**src/core/bw_calib_pkg.sv**
```systemverilog
// Register map and field layout of the loop bandwidth and calibration slice
package bw_calib_pkg;
    localparam int ADDR_W = 7;
    localparam int DATA_W = 8;
    localparam int FREQ_W = 24;
    localparam logic [ADDR_W-1:0] LOOP_BW_SEL_ADDR = 7'h3B;
    localparam logic [ADDR_W-1:0] OSC_CAL_LOW_ADDR = 7'h3C;
    localparam logic [ADDR_W-1:0] OSC_CAL_HIGH_ADDR = 7'h3D;
    localparam int AUTO_BIT = 7;
    localparam int CLAMP_BIT = 3;
    // Only bits 7 and 3 of the bandwidth select register exist
    localparam logic [DATA_W-1:0] LOOP_BW_SEL_MASK = 8'h88;
    localparam logic [DATA_W-1:0] LOOP_BW_SEL_RESET = 8'h88;
    localparam logic [DATA_W-1:0] OSC_CAL_LOW_RESET = 8'h99;
    localparam logic [DATA_W-1:0] OSC_CAL_HIGH_RESET = 8'h99;
    localparam logic [DATA_W-1:0] READ_ZERO = 8'h00;
    localparam logic [FREQ_W-1:0] FREQ_RESET = 24'h000000;
endpackage

```
**src/core/dpll_bandwidth_calib_regs.sv**
```systemverilog
// Bandwidth select, integral clamp and oscillator calibration registers
//
// Contract
// [RULE1] Auto bit high: output loop picks locked or acquisition bandwidth by lock state.
// [RULE2] Auto bit low: output loop always uses locked bandwidth.
// [RULE3] Clamp bit high: integral path frozen at min or max frequency; low: never.
// [RULE4] While integral path is frozen, reported loop frequency also stays frozen.
// [RULE5] Read-write calibration low byte, bits 7..0, resets to 0x99.
// [RULE6] Bandwidth choice and clamp act only on the output-path loop.
// [RULE7] Calibration high byte in next register; both form one 16-bit word.
// [RULE8] Unused bandwidth-select bits read zero and have no effect.
//
// Strobed register access was chosen for this implementation.
`timescale 1ns/100ps
module dpll_bandwidth_calib_regs
    import bw_calib_pkg::*;
(
    input wire logic clk_sys,
    input wire logic nrst,
    input wire logic [ADDR_W-1:0] reg_addr,
    input wire logic [DATA_W-1:0] reg_wdata,
    input wire logic reg_wr,
    input wire logic reg_rd,
    output logic [DATA_W-1:0] reg_rdata,
    input wire logic out_loop_locked,
    input wire logic out_loop_at_limit,
    input wire logic [FREQ_W-1:0] out_loop_freq,
    output logic use_acquisition_bw,
    output logic integral_freeze,
    output logic [FREQ_W-1:0] reported_loop_frequency,
    output logic [2*DATA_W-1:0] oscillator_calibration
);

    logic [DATA_W-1:0] loop_bandwidth_select_reg;
    logic [DATA_W-1:0] oscillator_calibration_low_reg;
    logic [DATA_W-1:0] oscillator_calibration_high_reg;
    logic [DATA_W-1:0] rdata_next;
    logic acq_next;
    logic freeze_next;
    logic [FREQ_W-1:0] freq_next;
    logic bandwidth_auto_choose;
    logic integral_clamp_enable;
    logic wr_bw;
    logic wr_low;
    logic wr_high;
    logic hit_bw;
    logic hit_low;
    logic hit_high;
    logic hit_any;

    // Exact address match, shared by write and read decode
    function automatic logic addr_hit(input logic [ADDR_W-1:0] a,
        input logic [ADDR_W-1:0] target);
        addr_hit = (a == target);
    endfunction

    // Keeps only the two live select bits; used at write and in its check
    function automatic logic [DATA_W-1:0] keep_select_bits(input logic [DATA_W-1:0] d);
        keep_select_bits = d & LOOP_BW_SEL_MASK;
    endfunction

    // Address match, one wire per register
    assign hit_bw = addr_hit(reg_addr, LOOP_BW_SEL_ADDR);
    assign hit_low = addr_hit(reg_addr, OSC_CAL_LOW_ADDR);
    assign hit_high = addr_hit(reg_addr, OSC_CAL_HIGH_ADDR);
    assign hit_any = hit_bw || hit_low || hit_high;

    // Write decode
    assign wr_bw = reg_wr && hit_bw;
    assign wr_low = reg_wr && hit_low;
    assign wr_high = reg_wr && hit_high;

    // Field extraction
    assign bandwidth_auto_choose = loop_bandwidth_select_reg[AUTO_BIT];
    assign integral_clamp_enable = loop_bandwidth_select_reg[CLAMP_BIT];

    // Control outputs; these feed only the output-path loop
    assign acq_next = bandwidth_auto_choose && !out_loop_locked; // [RULE1] [RULE2] [RULE6]
    assign freeze_next = integral_clamp_enable && out_loop_at_limit; // [RULE3] [RULE6]
    // Hold the last reported value while frozen so software sees a stable figure
    assign freq_next = freeze_next ? reported_loop_frequency : out_loop_freq; // [RULE4]

    // Read mux; unmapped addresses read zero
    assign rdata_next = !reg_rd ? READ_ZERO :
        hit_bw ? loop_bandwidth_select_reg :
        hit_low ? oscillator_calibration_low_reg :
        hit_high ? oscillator_calibration_high_reg : READ_ZERO;

    // Bandwidth select; unused bits never stored so they cannot reach the loop
    always_ff @(posedge clk_sys or negedge nrst) begin
        if (!nrst) begin
            loop_bandwidth_select_reg <= LOOP_BW_SEL_RESET;
        end else if (wr_bw) begin
            loop_bandwidth_select_reg <= keep_select_bits(reg_wdata); // [RULE8]
        end
    end

    // Calibration low byte
    always_ff @(posedge clk_sys or negedge nrst) begin
        if (!nrst) begin
            oscillator_calibration_low_reg <= OSC_CAL_LOW_RESET;
        end else if (wr_low) begin
            oscillator_calibration_low_reg <= reg_wdata; // [RULE5]
        end
    end

    // Calibration high byte
    always_ff @(posedge clk_sys or negedge nrst) begin
        if (!nrst) begin
            oscillator_calibration_high_reg <= OSC_CAL_HIGH_RESET;
        end else if (wr_high) begin
            oscillator_calibration_high_reg <= reg_wdata; // [RULE7]
        end
    end

    // Read data stands for one cycle only
    always_ff @(posedge clk_sys or negedge nrst) begin
        if (!nrst) begin
            reg_rdata <= READ_ZERO;
        end else begin
            reg_rdata <= rdata_next;
        end
    end

    // Bandwidth choice towards the output loop
    always_ff @(posedge clk_sys or negedge nrst) begin
        if (!nrst) begin
            use_acquisition_bw <= 1'b0;
        end else begin
            use_acquisition_bw <= acq_next; // [RULE1] [RULE2]
        end
    end

    // Integral freeze towards the output loop
    always_ff @(posedge clk_sys or negedge nrst) begin
        if (!nrst) begin
            integral_freeze <= 1'b0;
        end else begin
            integral_freeze <= freeze_next; // [RULE3]
        end
    end

    // Reported frequency; held in step with the freeze
    always_ff @(posedge clk_sys or negedge nrst) begin
        if (!nrst) begin
            reported_loop_frequency <= FREQ_RESET;
        end else begin
            reported_loop_frequency <= freq_next; // [RULE4]
        end
    end

    // Word follows the byte registers one cycle later
    always_ff @(posedge clk_sys or negedge nrst) begin
        if (!nrst) begin
            oscillator_calibration <= {OSC_CAL_HIGH_RESET, OSC_CAL_LOW_RESET};
        end else begin
            oscillator_calibration <= {oscillator_calibration_high_reg,
                oscillator_calibration_low_reg}; // [RULE7]
        end
    end

    // Locked bandwidth whenever auto choice is off
    locked_bw_a: assert property (@(posedge clk_sys) disable iff (!nrst)
        !$past(bandwidth_auto_choose) |-> !use_acquisition_bw) // [RULE2]
        else $error("acquisition bandwidth used with auto choice off");

    // Auto choice follows lock state
    auto_bw_a: assert property (@(posedge clk_sys) disable iff (!nrst)
        $past(bandwidth_auto_choose) |-> use_acquisition_bw == !$past(out_loop_locked)) // [RULE1]
        else $error("auto bandwidth does not follow lock");

    // Freeze only with clamp enabled and limit reached
    clamp_freeze_a: assert property (@(posedge clk_sys) disable iff (!nrst)
        integral_freeze == ($past(integral_clamp_enable) && $past(out_loop_at_limit))) // [RULE3]
        else $error("integral freeze mismatch");

    // Reported frequency stable while frozen
    freq_hold_a: assert property (@(posedge clk_sys) disable iff (!nrst)
        integral_freeze ##1 integral_freeze |-> $stable(reported_loop_frequency)) // [RULE4]
        else $error("reported frequency moved while frozen");

    // Frequency tracks when not frozen
    freq_track_a: assert property (@(posedge clk_sys) disable iff (!nrst)
        !integral_freeze |-> reported_loop_frequency == $past(out_loop_freq)) // [RULE4]
        else $error("reported frequency not tracking");

    // Low byte write reads back
    cal_low_a: assert property (@(posedge clk_sys) disable iff (!nrst)
        wr_low ##1 reg_rd && reg_addr == OSC_CAL_LOW_ADDR && !reg_wr |=>
        reg_rdata == $past(reg_wdata, 2)) // [RULE5]
        else $error("calibration low byte readback wrong");

    // Combined word matches bytes
    cal_word_a: assert property (@(posedge clk_sys) disable iff (!nrst)
        oscillator_calibration == {$past(oscillator_calibration_high_reg),
        $past(oscillator_calibration_low_reg)}) // [RULE7]
        else $error("calibration word mismatch");

    // Unused bits read zero
    unused_zero_a: assert property (@(posedge clk_sys) disable iff (!nrst)
        $past(reg_rd) && $past(reg_addr) == LOOP_BW_SEL_ADDR |->
        (reg_rdata & ~LOOP_BW_SEL_MASK) == READ_ZERO) // [RULE8]
        else $error("unused select bits not zero");

    // Read data zero outside the read answer cycle
    rdata_idle_a: assert property (@(posedge clk_sys) disable iff (!nrst) // [RULE5]
        !$past(reg_rd) |-> reg_rdata == READ_ZERO)
        else $error("read data not zero when idle");

    // Select register read returns stored value
    bw_read_a: assert property (@(posedge clk_sys) disable iff (!nrst) // [RULE8]
        $past(reg_rd) && $past(hit_bw) |-> reg_rdata == $past(loop_bandwidth_select_reg))
        else $error("select register read wrong");

    // Low byte read returns stored value
    low_read_a: assert property (@(posedge clk_sys) disable iff (!nrst) // [RULE5]
        $past(reg_rd) && $past(hit_low) |-> reg_rdata == $past(oscillator_calibration_low_reg))
        else $error("low byte read wrong");

    // High byte read returns stored value
    high_read_a: assert property (@(posedge clk_sys) disable iff (!nrst) // [RULE7]
        $past(reg_rd) && $past(hit_high) |-> reg_rdata == $past(oscillator_calibration_high_reg))
        else $error("high byte read wrong");

    // Unmapped read gives zero
    unmapped_read_a: assert property (@(posedge clk_sys) disable iff (!nrst) // [RULE8]
        $past(reg_rd) && !$past(hit_any) |-> reg_rdata == READ_ZERO)
        else $error("unmapped read not zero");

    // Select write keeps only live bits
    bw_write_a: assert property (@(posedge clk_sys) disable iff (!nrst) // [RULE8]
        $past(wr_bw) |-> loop_bandwidth_select_reg == keep_select_bits($past(reg_wdata)))
        else $error("select write wrong");

    // Select register unchanged without its write
    bw_hold_a: assert property (@(posedge clk_sys) disable iff (!nrst) // [RULE8]
        !$past(wr_bw) |-> $stable(loop_bandwidth_select_reg))
        else $error("select register changed without write");

    // Unused select bits never stored
    unused_store_a: assert property (@(posedge clk_sys) disable iff (!nrst) // [RULE8]
        (loop_bandwidth_select_reg & ~LOOP_BW_SEL_MASK) == READ_ZERO)
        else $error("unused select bits stored");

    // Low byte write lands
    low_write_a: assert property (@(posedge clk_sys) disable iff (!nrst) // [RULE5]
        $past(wr_low) |-> oscillator_calibration_low_reg == $past(reg_wdata))
        else $error("low byte write wrong");

    // Low byte unchanged without its write
    low_hold_a: assert property (@(posedge clk_sys) disable iff (!nrst) // [RULE5]
        !$past(wr_low) |-> $stable(oscillator_calibration_low_reg))
        else $error("low byte changed without write");

    // High byte write lands
    high_write_a: assert property (@(posedge clk_sys) disable iff (!nrst) // [RULE7]
        $past(wr_high) |-> oscillator_calibration_high_reg == $past(reg_wdata))
        else $error("high byte write wrong");

    // High byte unchanged without its write
    high_hold_a: assert property (@(posedge clk_sys) disable iff (!nrst) // [RULE7]
        !$past(wr_high) |-> $stable(oscillator_calibration_high_reg))
        else $error("high byte changed without write");

    // Word low half is the low byte
    word_low_a: assert property (@(posedge clk_sys) disable iff (!nrst) // [RULE5]
        oscillator_calibration[DATA_W-1:0] == $past(oscillator_calibration_low_reg))
        else $error("word low half wrong");

    // Word high half is the high byte
    word_high_a: assert property (@(posedge clk_sys) disable iff (!nrst) // [RULE7]
        oscillator_calibration[2*DATA_W-1:DATA_W] == $past(oscillator_calibration_high_reg))
        else $error("word high half wrong");

    // Acquisition bandwidth only while unlocked
    acq_unlocked_a: assert property (@(posedge clk_sys) disable iff (!nrst) // [RULE1]
        use_acquisition_bw |-> !$past(out_loop_locked))
        else $error("acquisition bandwidth while locked");

    // Locked loop keeps locked bandwidth
    acq_locked_a: assert property (@(posedge clk_sys) disable iff (!nrst) // [RULE1]
        $past(out_loop_locked) |-> !use_acquisition_bw)
        else $error("locked loop left locked bandwidth");

    // Acquisition bandwidth needs auto choice
    acq_needs_auto_a: assert property (@(posedge clk_sys) disable iff (!nrst) // [RULE2]
        use_acquisition_bw |-> $past(bandwidth_auto_choose))
        else $error("acquisition bandwidth without auto choice");

    // No freeze with clamp disabled
    clamp_off_a: assert property (@(posedge clk_sys) disable iff (!nrst) // [RULE3]
        !$past(integral_clamp_enable) |-> !integral_freeze)
        else $error("freeze with clamp disabled");

    // No freeze away from the limits
    limit_off_a: assert property (@(posedge clk_sys) disable iff (!nrst) // [RULE3]
        !$past(out_loop_at_limit) |-> !integral_freeze)
        else $error("freeze away from limit");

    // Freeze follows clamp at a limit
    freeze_on_limit_a: assert property (@(posedge clk_sys) disable iff (!nrst) // [RULE3]
        $past(integral_clamp_enable) && $past(out_loop_at_limit) |-> integral_freeze)
        else $error("no freeze at limit");

    // Reported frequency does not move on a frozen cycle
    freeze_stable_a: assert property (@(posedge clk_sys) disable iff (!nrst) // [RULE4]
        integral_freeze |-> $stable(reported_loop_frequency))
        else $error("reported frequency moved on freeze");

    // Frozen value is the one held before
    reported_held_a: assert property (@(posedge clk_sys) disable iff (!nrst) // [RULE4]
        $past(integral_clamp_enable) && $past(out_loop_at_limit) |->
        reported_loop_frequency == $past(reported_loop_frequency))
        else $error("reported frequency not held");

endmodule

```
**config.mk**
```make
export PLATFORM = sky130hd
export DESIGN_NAME = dpll_bandwidth_calib_regs
export DESIGN_NICKNAME = d
export VERILOG_FILES = /design/src/core/bw_calib_pkg.sv /design/src/core/dpll_bandwidth_calib_regs.sv
export SDC_FILE = /design/constraint.sdc
export NUM_CORES = 1
export LEC_CHECK = 0
export BUFFER_PORTS_ARGS = -buffer_cell sky130_fd_sc_hd__buf_2
export CAP_MARGIN = 20
export CORE_MARGIN = 1.5
export CORE_UTILIZATION = 29
export DETAILED_ROUTE_END_ITERATION = 7
export PLACE_DENSITY = 0.61
export REMOVE_ABC_BUFFERS = 1
export SKIP_LAST_GASP = 1
export SLEW_MARGIN = 0
export SYNTH_ARGS = -nofsm -noshare
export SYNTH_HDL_FRONTEND = slang
export SYNTH_SLANG_ARGS = --single-unit
export TNS_END_PERCENT = 20
```
**constraint.sdc**
```tcl
create_clock -name clk_sys -period 2.2 [get_ports clk_sys]
set_input_delay 0.22 -clock clk_sys [delete_from_list [all_inputs] [get_ports clk_sys]]
set_output_delay 0.22 -clock clk_sys [all_outputs]
set_load 0.1 [all_outputs]
```
# --- After elaboration in Yosys (flattened, before gate mapping) ---
# Cells that the tools add are included.
word_totals:
  register_bits: 68
classes:
  n_eq_ne: 3
  n_mux: 4
  n_reduce_logical: 6
op_table:
  columns: ["operator", "n"]
  rows:
  - ["$mux 8", 4]
  - ["$eq 7x6->1 const B", 3]
  - ["$logic_and 1x1->1", 5]
  - ["$logic_not 1->1", 1]

# --- Depth between registers and ports, before layout ---
logic_depth:
  depth_word: 5
  mapped_depth: 4
  ltp_nobuf: 3

# --- Worst setup path before layout ---
# No wires, ideal clock.
synth_path:
  kind: "input-to-reg"
  from: "in reg_addr[6]"
  to: "reg oscillator_calibration_low_reg[1]"
  setup_time_ns: 0.125
  t_arrival_ns: 1.160
  slack_ns: 0.915
  cell_stages: 4
  path_buffers: 1
  cell_sequence: "and4b_1 and4b_1 buf_6 mux2_4"
synth_between:
  elab_chain_cells: 2
synth_rtl:
  columns: ["element", "line", "rtl"]
  rows:
  - ["start, declared", "dpll_bandwidth_calib_regs.sv:20", "input wire logic [ADDR_W-1:0] reg_addr,"]
  - ["$eq 7x6->1", "dpll_bandwidth_calib_regs.sv:54", "addr_hit = (a == target);"]
  - ["$logic_and 1x1->1", "dpll_bandwidth_calib_regs.sv:70", "assign wr_low = reg_wr && hit_low;"]
  - ["end signal, assigned", "dpll_bandwidth_calib_regs.sv:103", "oscillator_calibration_low_reg <= reg_wdata;"]
  - ["end, declared", "dpll_bandwidth_calib_regs.sv:35", "logic [DATA_W-1:0] oscillator_calibration_low_reg;"]
# No other way between the ends.
# A chain may end at the register's enable or synchronous reset.

# --- Worst setup path in the final report ---
layout_path:
  from: "reg oscillator_calibration[12]"
  to: "out oscillator_calibration[12]"
layout_lines:
  columns: ["element", "line", "rtl"]
  rows:
  - ["start, declared", "dpll_bandwidth_calib_regs.sv:31", "output logic [2*DATA_W-1:0] oscillator_calibration"]
  - ["start signal, assigned", "dpll_bandwidth_calib_regs.sv:155", "oscillator_calibration <= {OSC_CAL_HIGH_RESET, OSC_CAL_LOW_RESET};"]
  - ["start signal, assigned", "dpll_bandwidth_calib_regs.sv:157", "oscillator_calibration <= {oscillator_calibration_high_reg,"]
# No word-level cell between the ends.

==> impl_summary.log <==
INFO  metric status = completed
INFO  metric gr_met1_demand_resource = 13.91%
INFO  metric route.antenna.remaining_nets = 0
INFO  metric cts.clk_slew.worst_paths = 0.07 ns
INFO  metric combinational_family_with_the_most_area_after_synthesis = multiplexers
INFO  metric worstPathRequired = 1.98 ns
INFO  metric setup_violations = 0
INFO  metric worstSetupPathDepth = 1
INFO  metric crit_path_end_kind = output pin
INFO  metric grt.busiest_layer = met2
INFO  metric cts_max_path_buffers = 2
INFO  metric drt-initial-drc-count = 61
INFO  metric timing.critical_path.fanout_max = 1
INFO  metric post_route_cells_drive_above_1_share = 68.77%
INFO  metric synthCells = 144
INFO  metric worstPathCellList = buf_2
INFO  metric yosys-mux-area-fraction = 23.62%
INFO  metric fin_cells = 358
INFO  metric crit-reg2reg-launch = loop_bandwidth_select_reg[3]
INFO  metric wl_per_cell = 13.41 um
INFO  metric timing.reg2reg.worst_path_depth = 3
INFO  metric power_leakage = 1.662 nW
INFO  metric path_buf_inv = 1
INFO  metric antenna_found_initial = 0
INFO  metric holdCritPathClass = input pin to register
INFO  metric number_of_drc_violations_after_detailed_routing = 0
INFO  metric final_period_demand_of_the_worst_path = 1.495 ns
INFO  metric start_kind = register
INFO  metric finalMaxSlewViolations = 0
INFO  metric timing.max_slew.rel_slack = 64.77%
INFO  metric postLayoutCoreUtil = 39.83%
INFO  metric synth_top_cell_area_share = 50.48%
INFO  metric netlist_top_cells_count = sky130_fd_sc_hd__dfrtp_1 (50), sky130_fd_sc_hd__mux2_2 (36), sky130_fd_sc_hd__dfstp_2 (18)
INFO  metric worst-setup-path-type = register to output pin
INFO  metric globalRoute.totalOverflow = 0
INFO  metric postSynthRegisterBits = 68
INFO  metric yosysWarningCount = 0
INFO  metric synth-compound-area-share = 0.7067%
INFO  metric io_buffer_count = 94
INFO  metric hold_path_depth = 2
INFO  metric ys.flop_type = sky130_fd_sc_hd__dfrtp_1
INFO  metric synthSimpleGateAreaFrac = 4.796%
INFO  metric areaGrowthSynthToFinish = 32.71%
INFO  metric critical_path.reg2reg.endpoint = reported_loop_frequency[13]
INFO  metric max_freq = 0.6687 GHz
INFO  metric worst-r2r-setup-slack = 0.94 ns
INFO  metric chipHeight = 95.45 um
INFO  metric io-pin-count = 95
INFO  metric core-area = 8258 sq um
INFO  metric detailed_place.area = 3079 sq um
INFO  metric grt_start_max_net_pins = 46
INFO  metric rsz0062_at_grt = no
INFO  metric hold_buffers = 1
INFO  metric crit_path_max_incr_delay = 0.52 ns
INFO  metric worst_skew_pair.late_latency = 0.33 ns
INFO  metric detailroute.via_count = 1,525
INFO  metric placedCellCount = 341
INFO  metric worstHoldStart = out_loop_locked
INFO  metric layout_worst_path_cycle_share = 67.98%
INFO  metric grt_pass1_wl = 7300 um
INFO  metric fp.dieW = 95.45 um
INFO  metric worst-slew-pin-transition = 0.5281 ns
INFO  metric most_common_cell_in_the_synthesized_netlist = sky130_fd_sc_hd__dfrtp_1
INFO  metric synth_async_sr_flop_share = 100.0%
INFO  metric synth.yosys.seq_area_share = 69.56%
INFO  metric overall_routed_net_length = 4802 um
INFO  metric cts_made_buffers = 9
INFO  metric synthesis.area = 2479 sq um
INFO  metric ys_top_cells_by_area = sky130_fd_sc_hd__dfrtp_1 (50%), sky130_fd_sc_hd__dfstp_2 (19%), sky130_fd_sc_hd__mux2_2 (16%), sky130_fd_sc_hd__mux2_4 (4.8%), sky130_fd_sc_hd__mux2i_1 (2.4%)
INFO  metric dr.pass1.iters = 4
INFO  metric post_cts_buffers = 0
INFO  metric gp_congestion = 0.7046
INFO  metric layout.cell_area.non_filler = 3289 sq um
INFO  metric clock_sinks = 68
INFO  metric biggest_area_consumer_among_synthesized_cells = sky130_fd_sc_hd__dfrtp_1
INFO  metric first_global_vias = 1,499
INFO  metric grtUsageMet3 = 4.226%
INFO  metric largest_register_ffs = 24
INFO  metric finalNetCount = 293
INFO  metric timing.critical_path.slowest_stage_cell = sky130_fd_sc_hd__dfstp_2
INFO  metric initial_core_utilization = 30.02%
INFO  metric biggest_register = reported_loop_frequency
INFO  metric number_of_gates_given_a_new_drive_strength_after_cts = 0
INFO  metric drv_cap = 0
INFO  metric use_met2 = 16.19%
INFO  metric critical_path_arrival = 1.28 ns
INFO  metric placement_rows = 33
INFO  metric vdd_drop_max = 353.5 uV
INFO  metric tns = 0 ns
INFO  metric synth_enable_flop_cells = 0
INFO  metric finalClockSkew = 0.007021 ns
INFO  metric hold_path_end = use_acquisition_bw
INFO  metric layout_top_registers = reported_loop_frequency (24), oscillator_calibration (16)
INFO  metric post_synth_num_cell_types = 19
INFO  metric power.density_cell_area = 898.7 nW/um^2
INFO  metric syn_area_per_cell = 17.21 sq um
INFO  metric cts.root.buffer_cell = sky130_fd_sc_hd__clkbuf_8
INFO  metric vias_per_cell = 4.260
INFO  metric cts_max_level = 3
INFO  metric fin_hold_ws = 0.03391 ns
INFO  metric post_synth_xor_area_fraction = 0%
INFO  metric design.die.area = 9111 sq um
INFO  metric synth_adder_area_share = 0%
INFO  metric tritoncts = yes
INFO  metric worst_path_dominant_cell_family = flip-flops
INFO  metric timing_hold_violations_final = 0
INFO  metric hpwl = 3458 um
INFO  metric antenna_cells_inserted = 0
INFO  metric gr-usage-all-layers = 11.02%
-- through the flow --
step / total power (W) / setup WS [ns]
floorplan: 0.001850 / 0.7149
global placement: 0.001995 / 0.5261
detailed placement: 0.002000 / 0.5171
CTS: 0.003015 / 0.6853
global route: 0.003101 / 0.6588
finish: 0.002956 / 0.7045
-- power by group --
part | internal (W) | leakage [nW] | switching (W)
clock network | 0.000566 | 0.103 | 0.000417
registers | 0.00135 | 0.823 | 0.0000383
logic | 0.000134 | 0.736 | 0.000455
total | 0.00205 | 1.66 | 0.000911
-- worst max path at each step --
| stage | startpoint | end |
|---|---|---|
| 6_report | oscillator_calibration[12] | oscillator_calibration[12] |
| 4_1_cts | oscillator_calibration[12] | oscillator_calibration[12] |
| 5_1_grt | oscillator_calibration[8] | oscillator_calibration[8] |
| 3_5_place_dp | reg_addr[6] | oscillator_calibration_low_reg[5] |
| 3_3_place_gp | reg_addr[6] | oscillator_calibration_low_reg[2] |
| 2_1_floorplan | loop_bandwidth_select_reg[3] | reported_loop_frequency[0] |
-- per-layer routing --
layer  wire [um]  share of wire [%]
met1        2156                 45
met2        2156                 45
met3         420                8.7
met4          69                1.4
met5           0                  0
-- cell families (layout without fill, tap and decap cells) --
kind of cell / after synthesis / after routing
buffers and inverters: 5 / 114
AND/OR/NAND/NOR: 19 / 19
flip-flops: 68 / 68
multiplexers: 50 / 50
AO/OA/AOI/OAI: 2 / 2
-- cells in the final DEF (no fill, tap or decap), drive strengths merged --
| cell type | count |
|---|---|
| inv | 1 |
| a32oi | 2 |
| dlygate4sd3 | 1 |
| nor2 | 8 |
| mux2 | 44 |
| nand4b | 1 |
| nand4 | 2 |
| nor2b | 2 |
| and2b | 1 |
| nand2 | 1 |
| nand3 | 1 |
| dfrtp | 50 |
| buf | 96 |
| dfstp | 18 |
| clkbuf | 16 |
| mux2i | 6 |
| and4b | 3 |
-- area by class of cell --
| type | instances | area [sq um] |
|---|---|---|
| clock buffer | 16 | 200.2 |
| fill | 813 | 4969 |
| inverter | 1 | 3.754 |
| multi-input combinational | 71 | 721.9 |
| sequential | 68 | 1724 |
| tap | 105 | 131.4 |
| timing repair buffer | 97 | 508.0 |
Note: power is estimated with default switching activity, not from simulation.
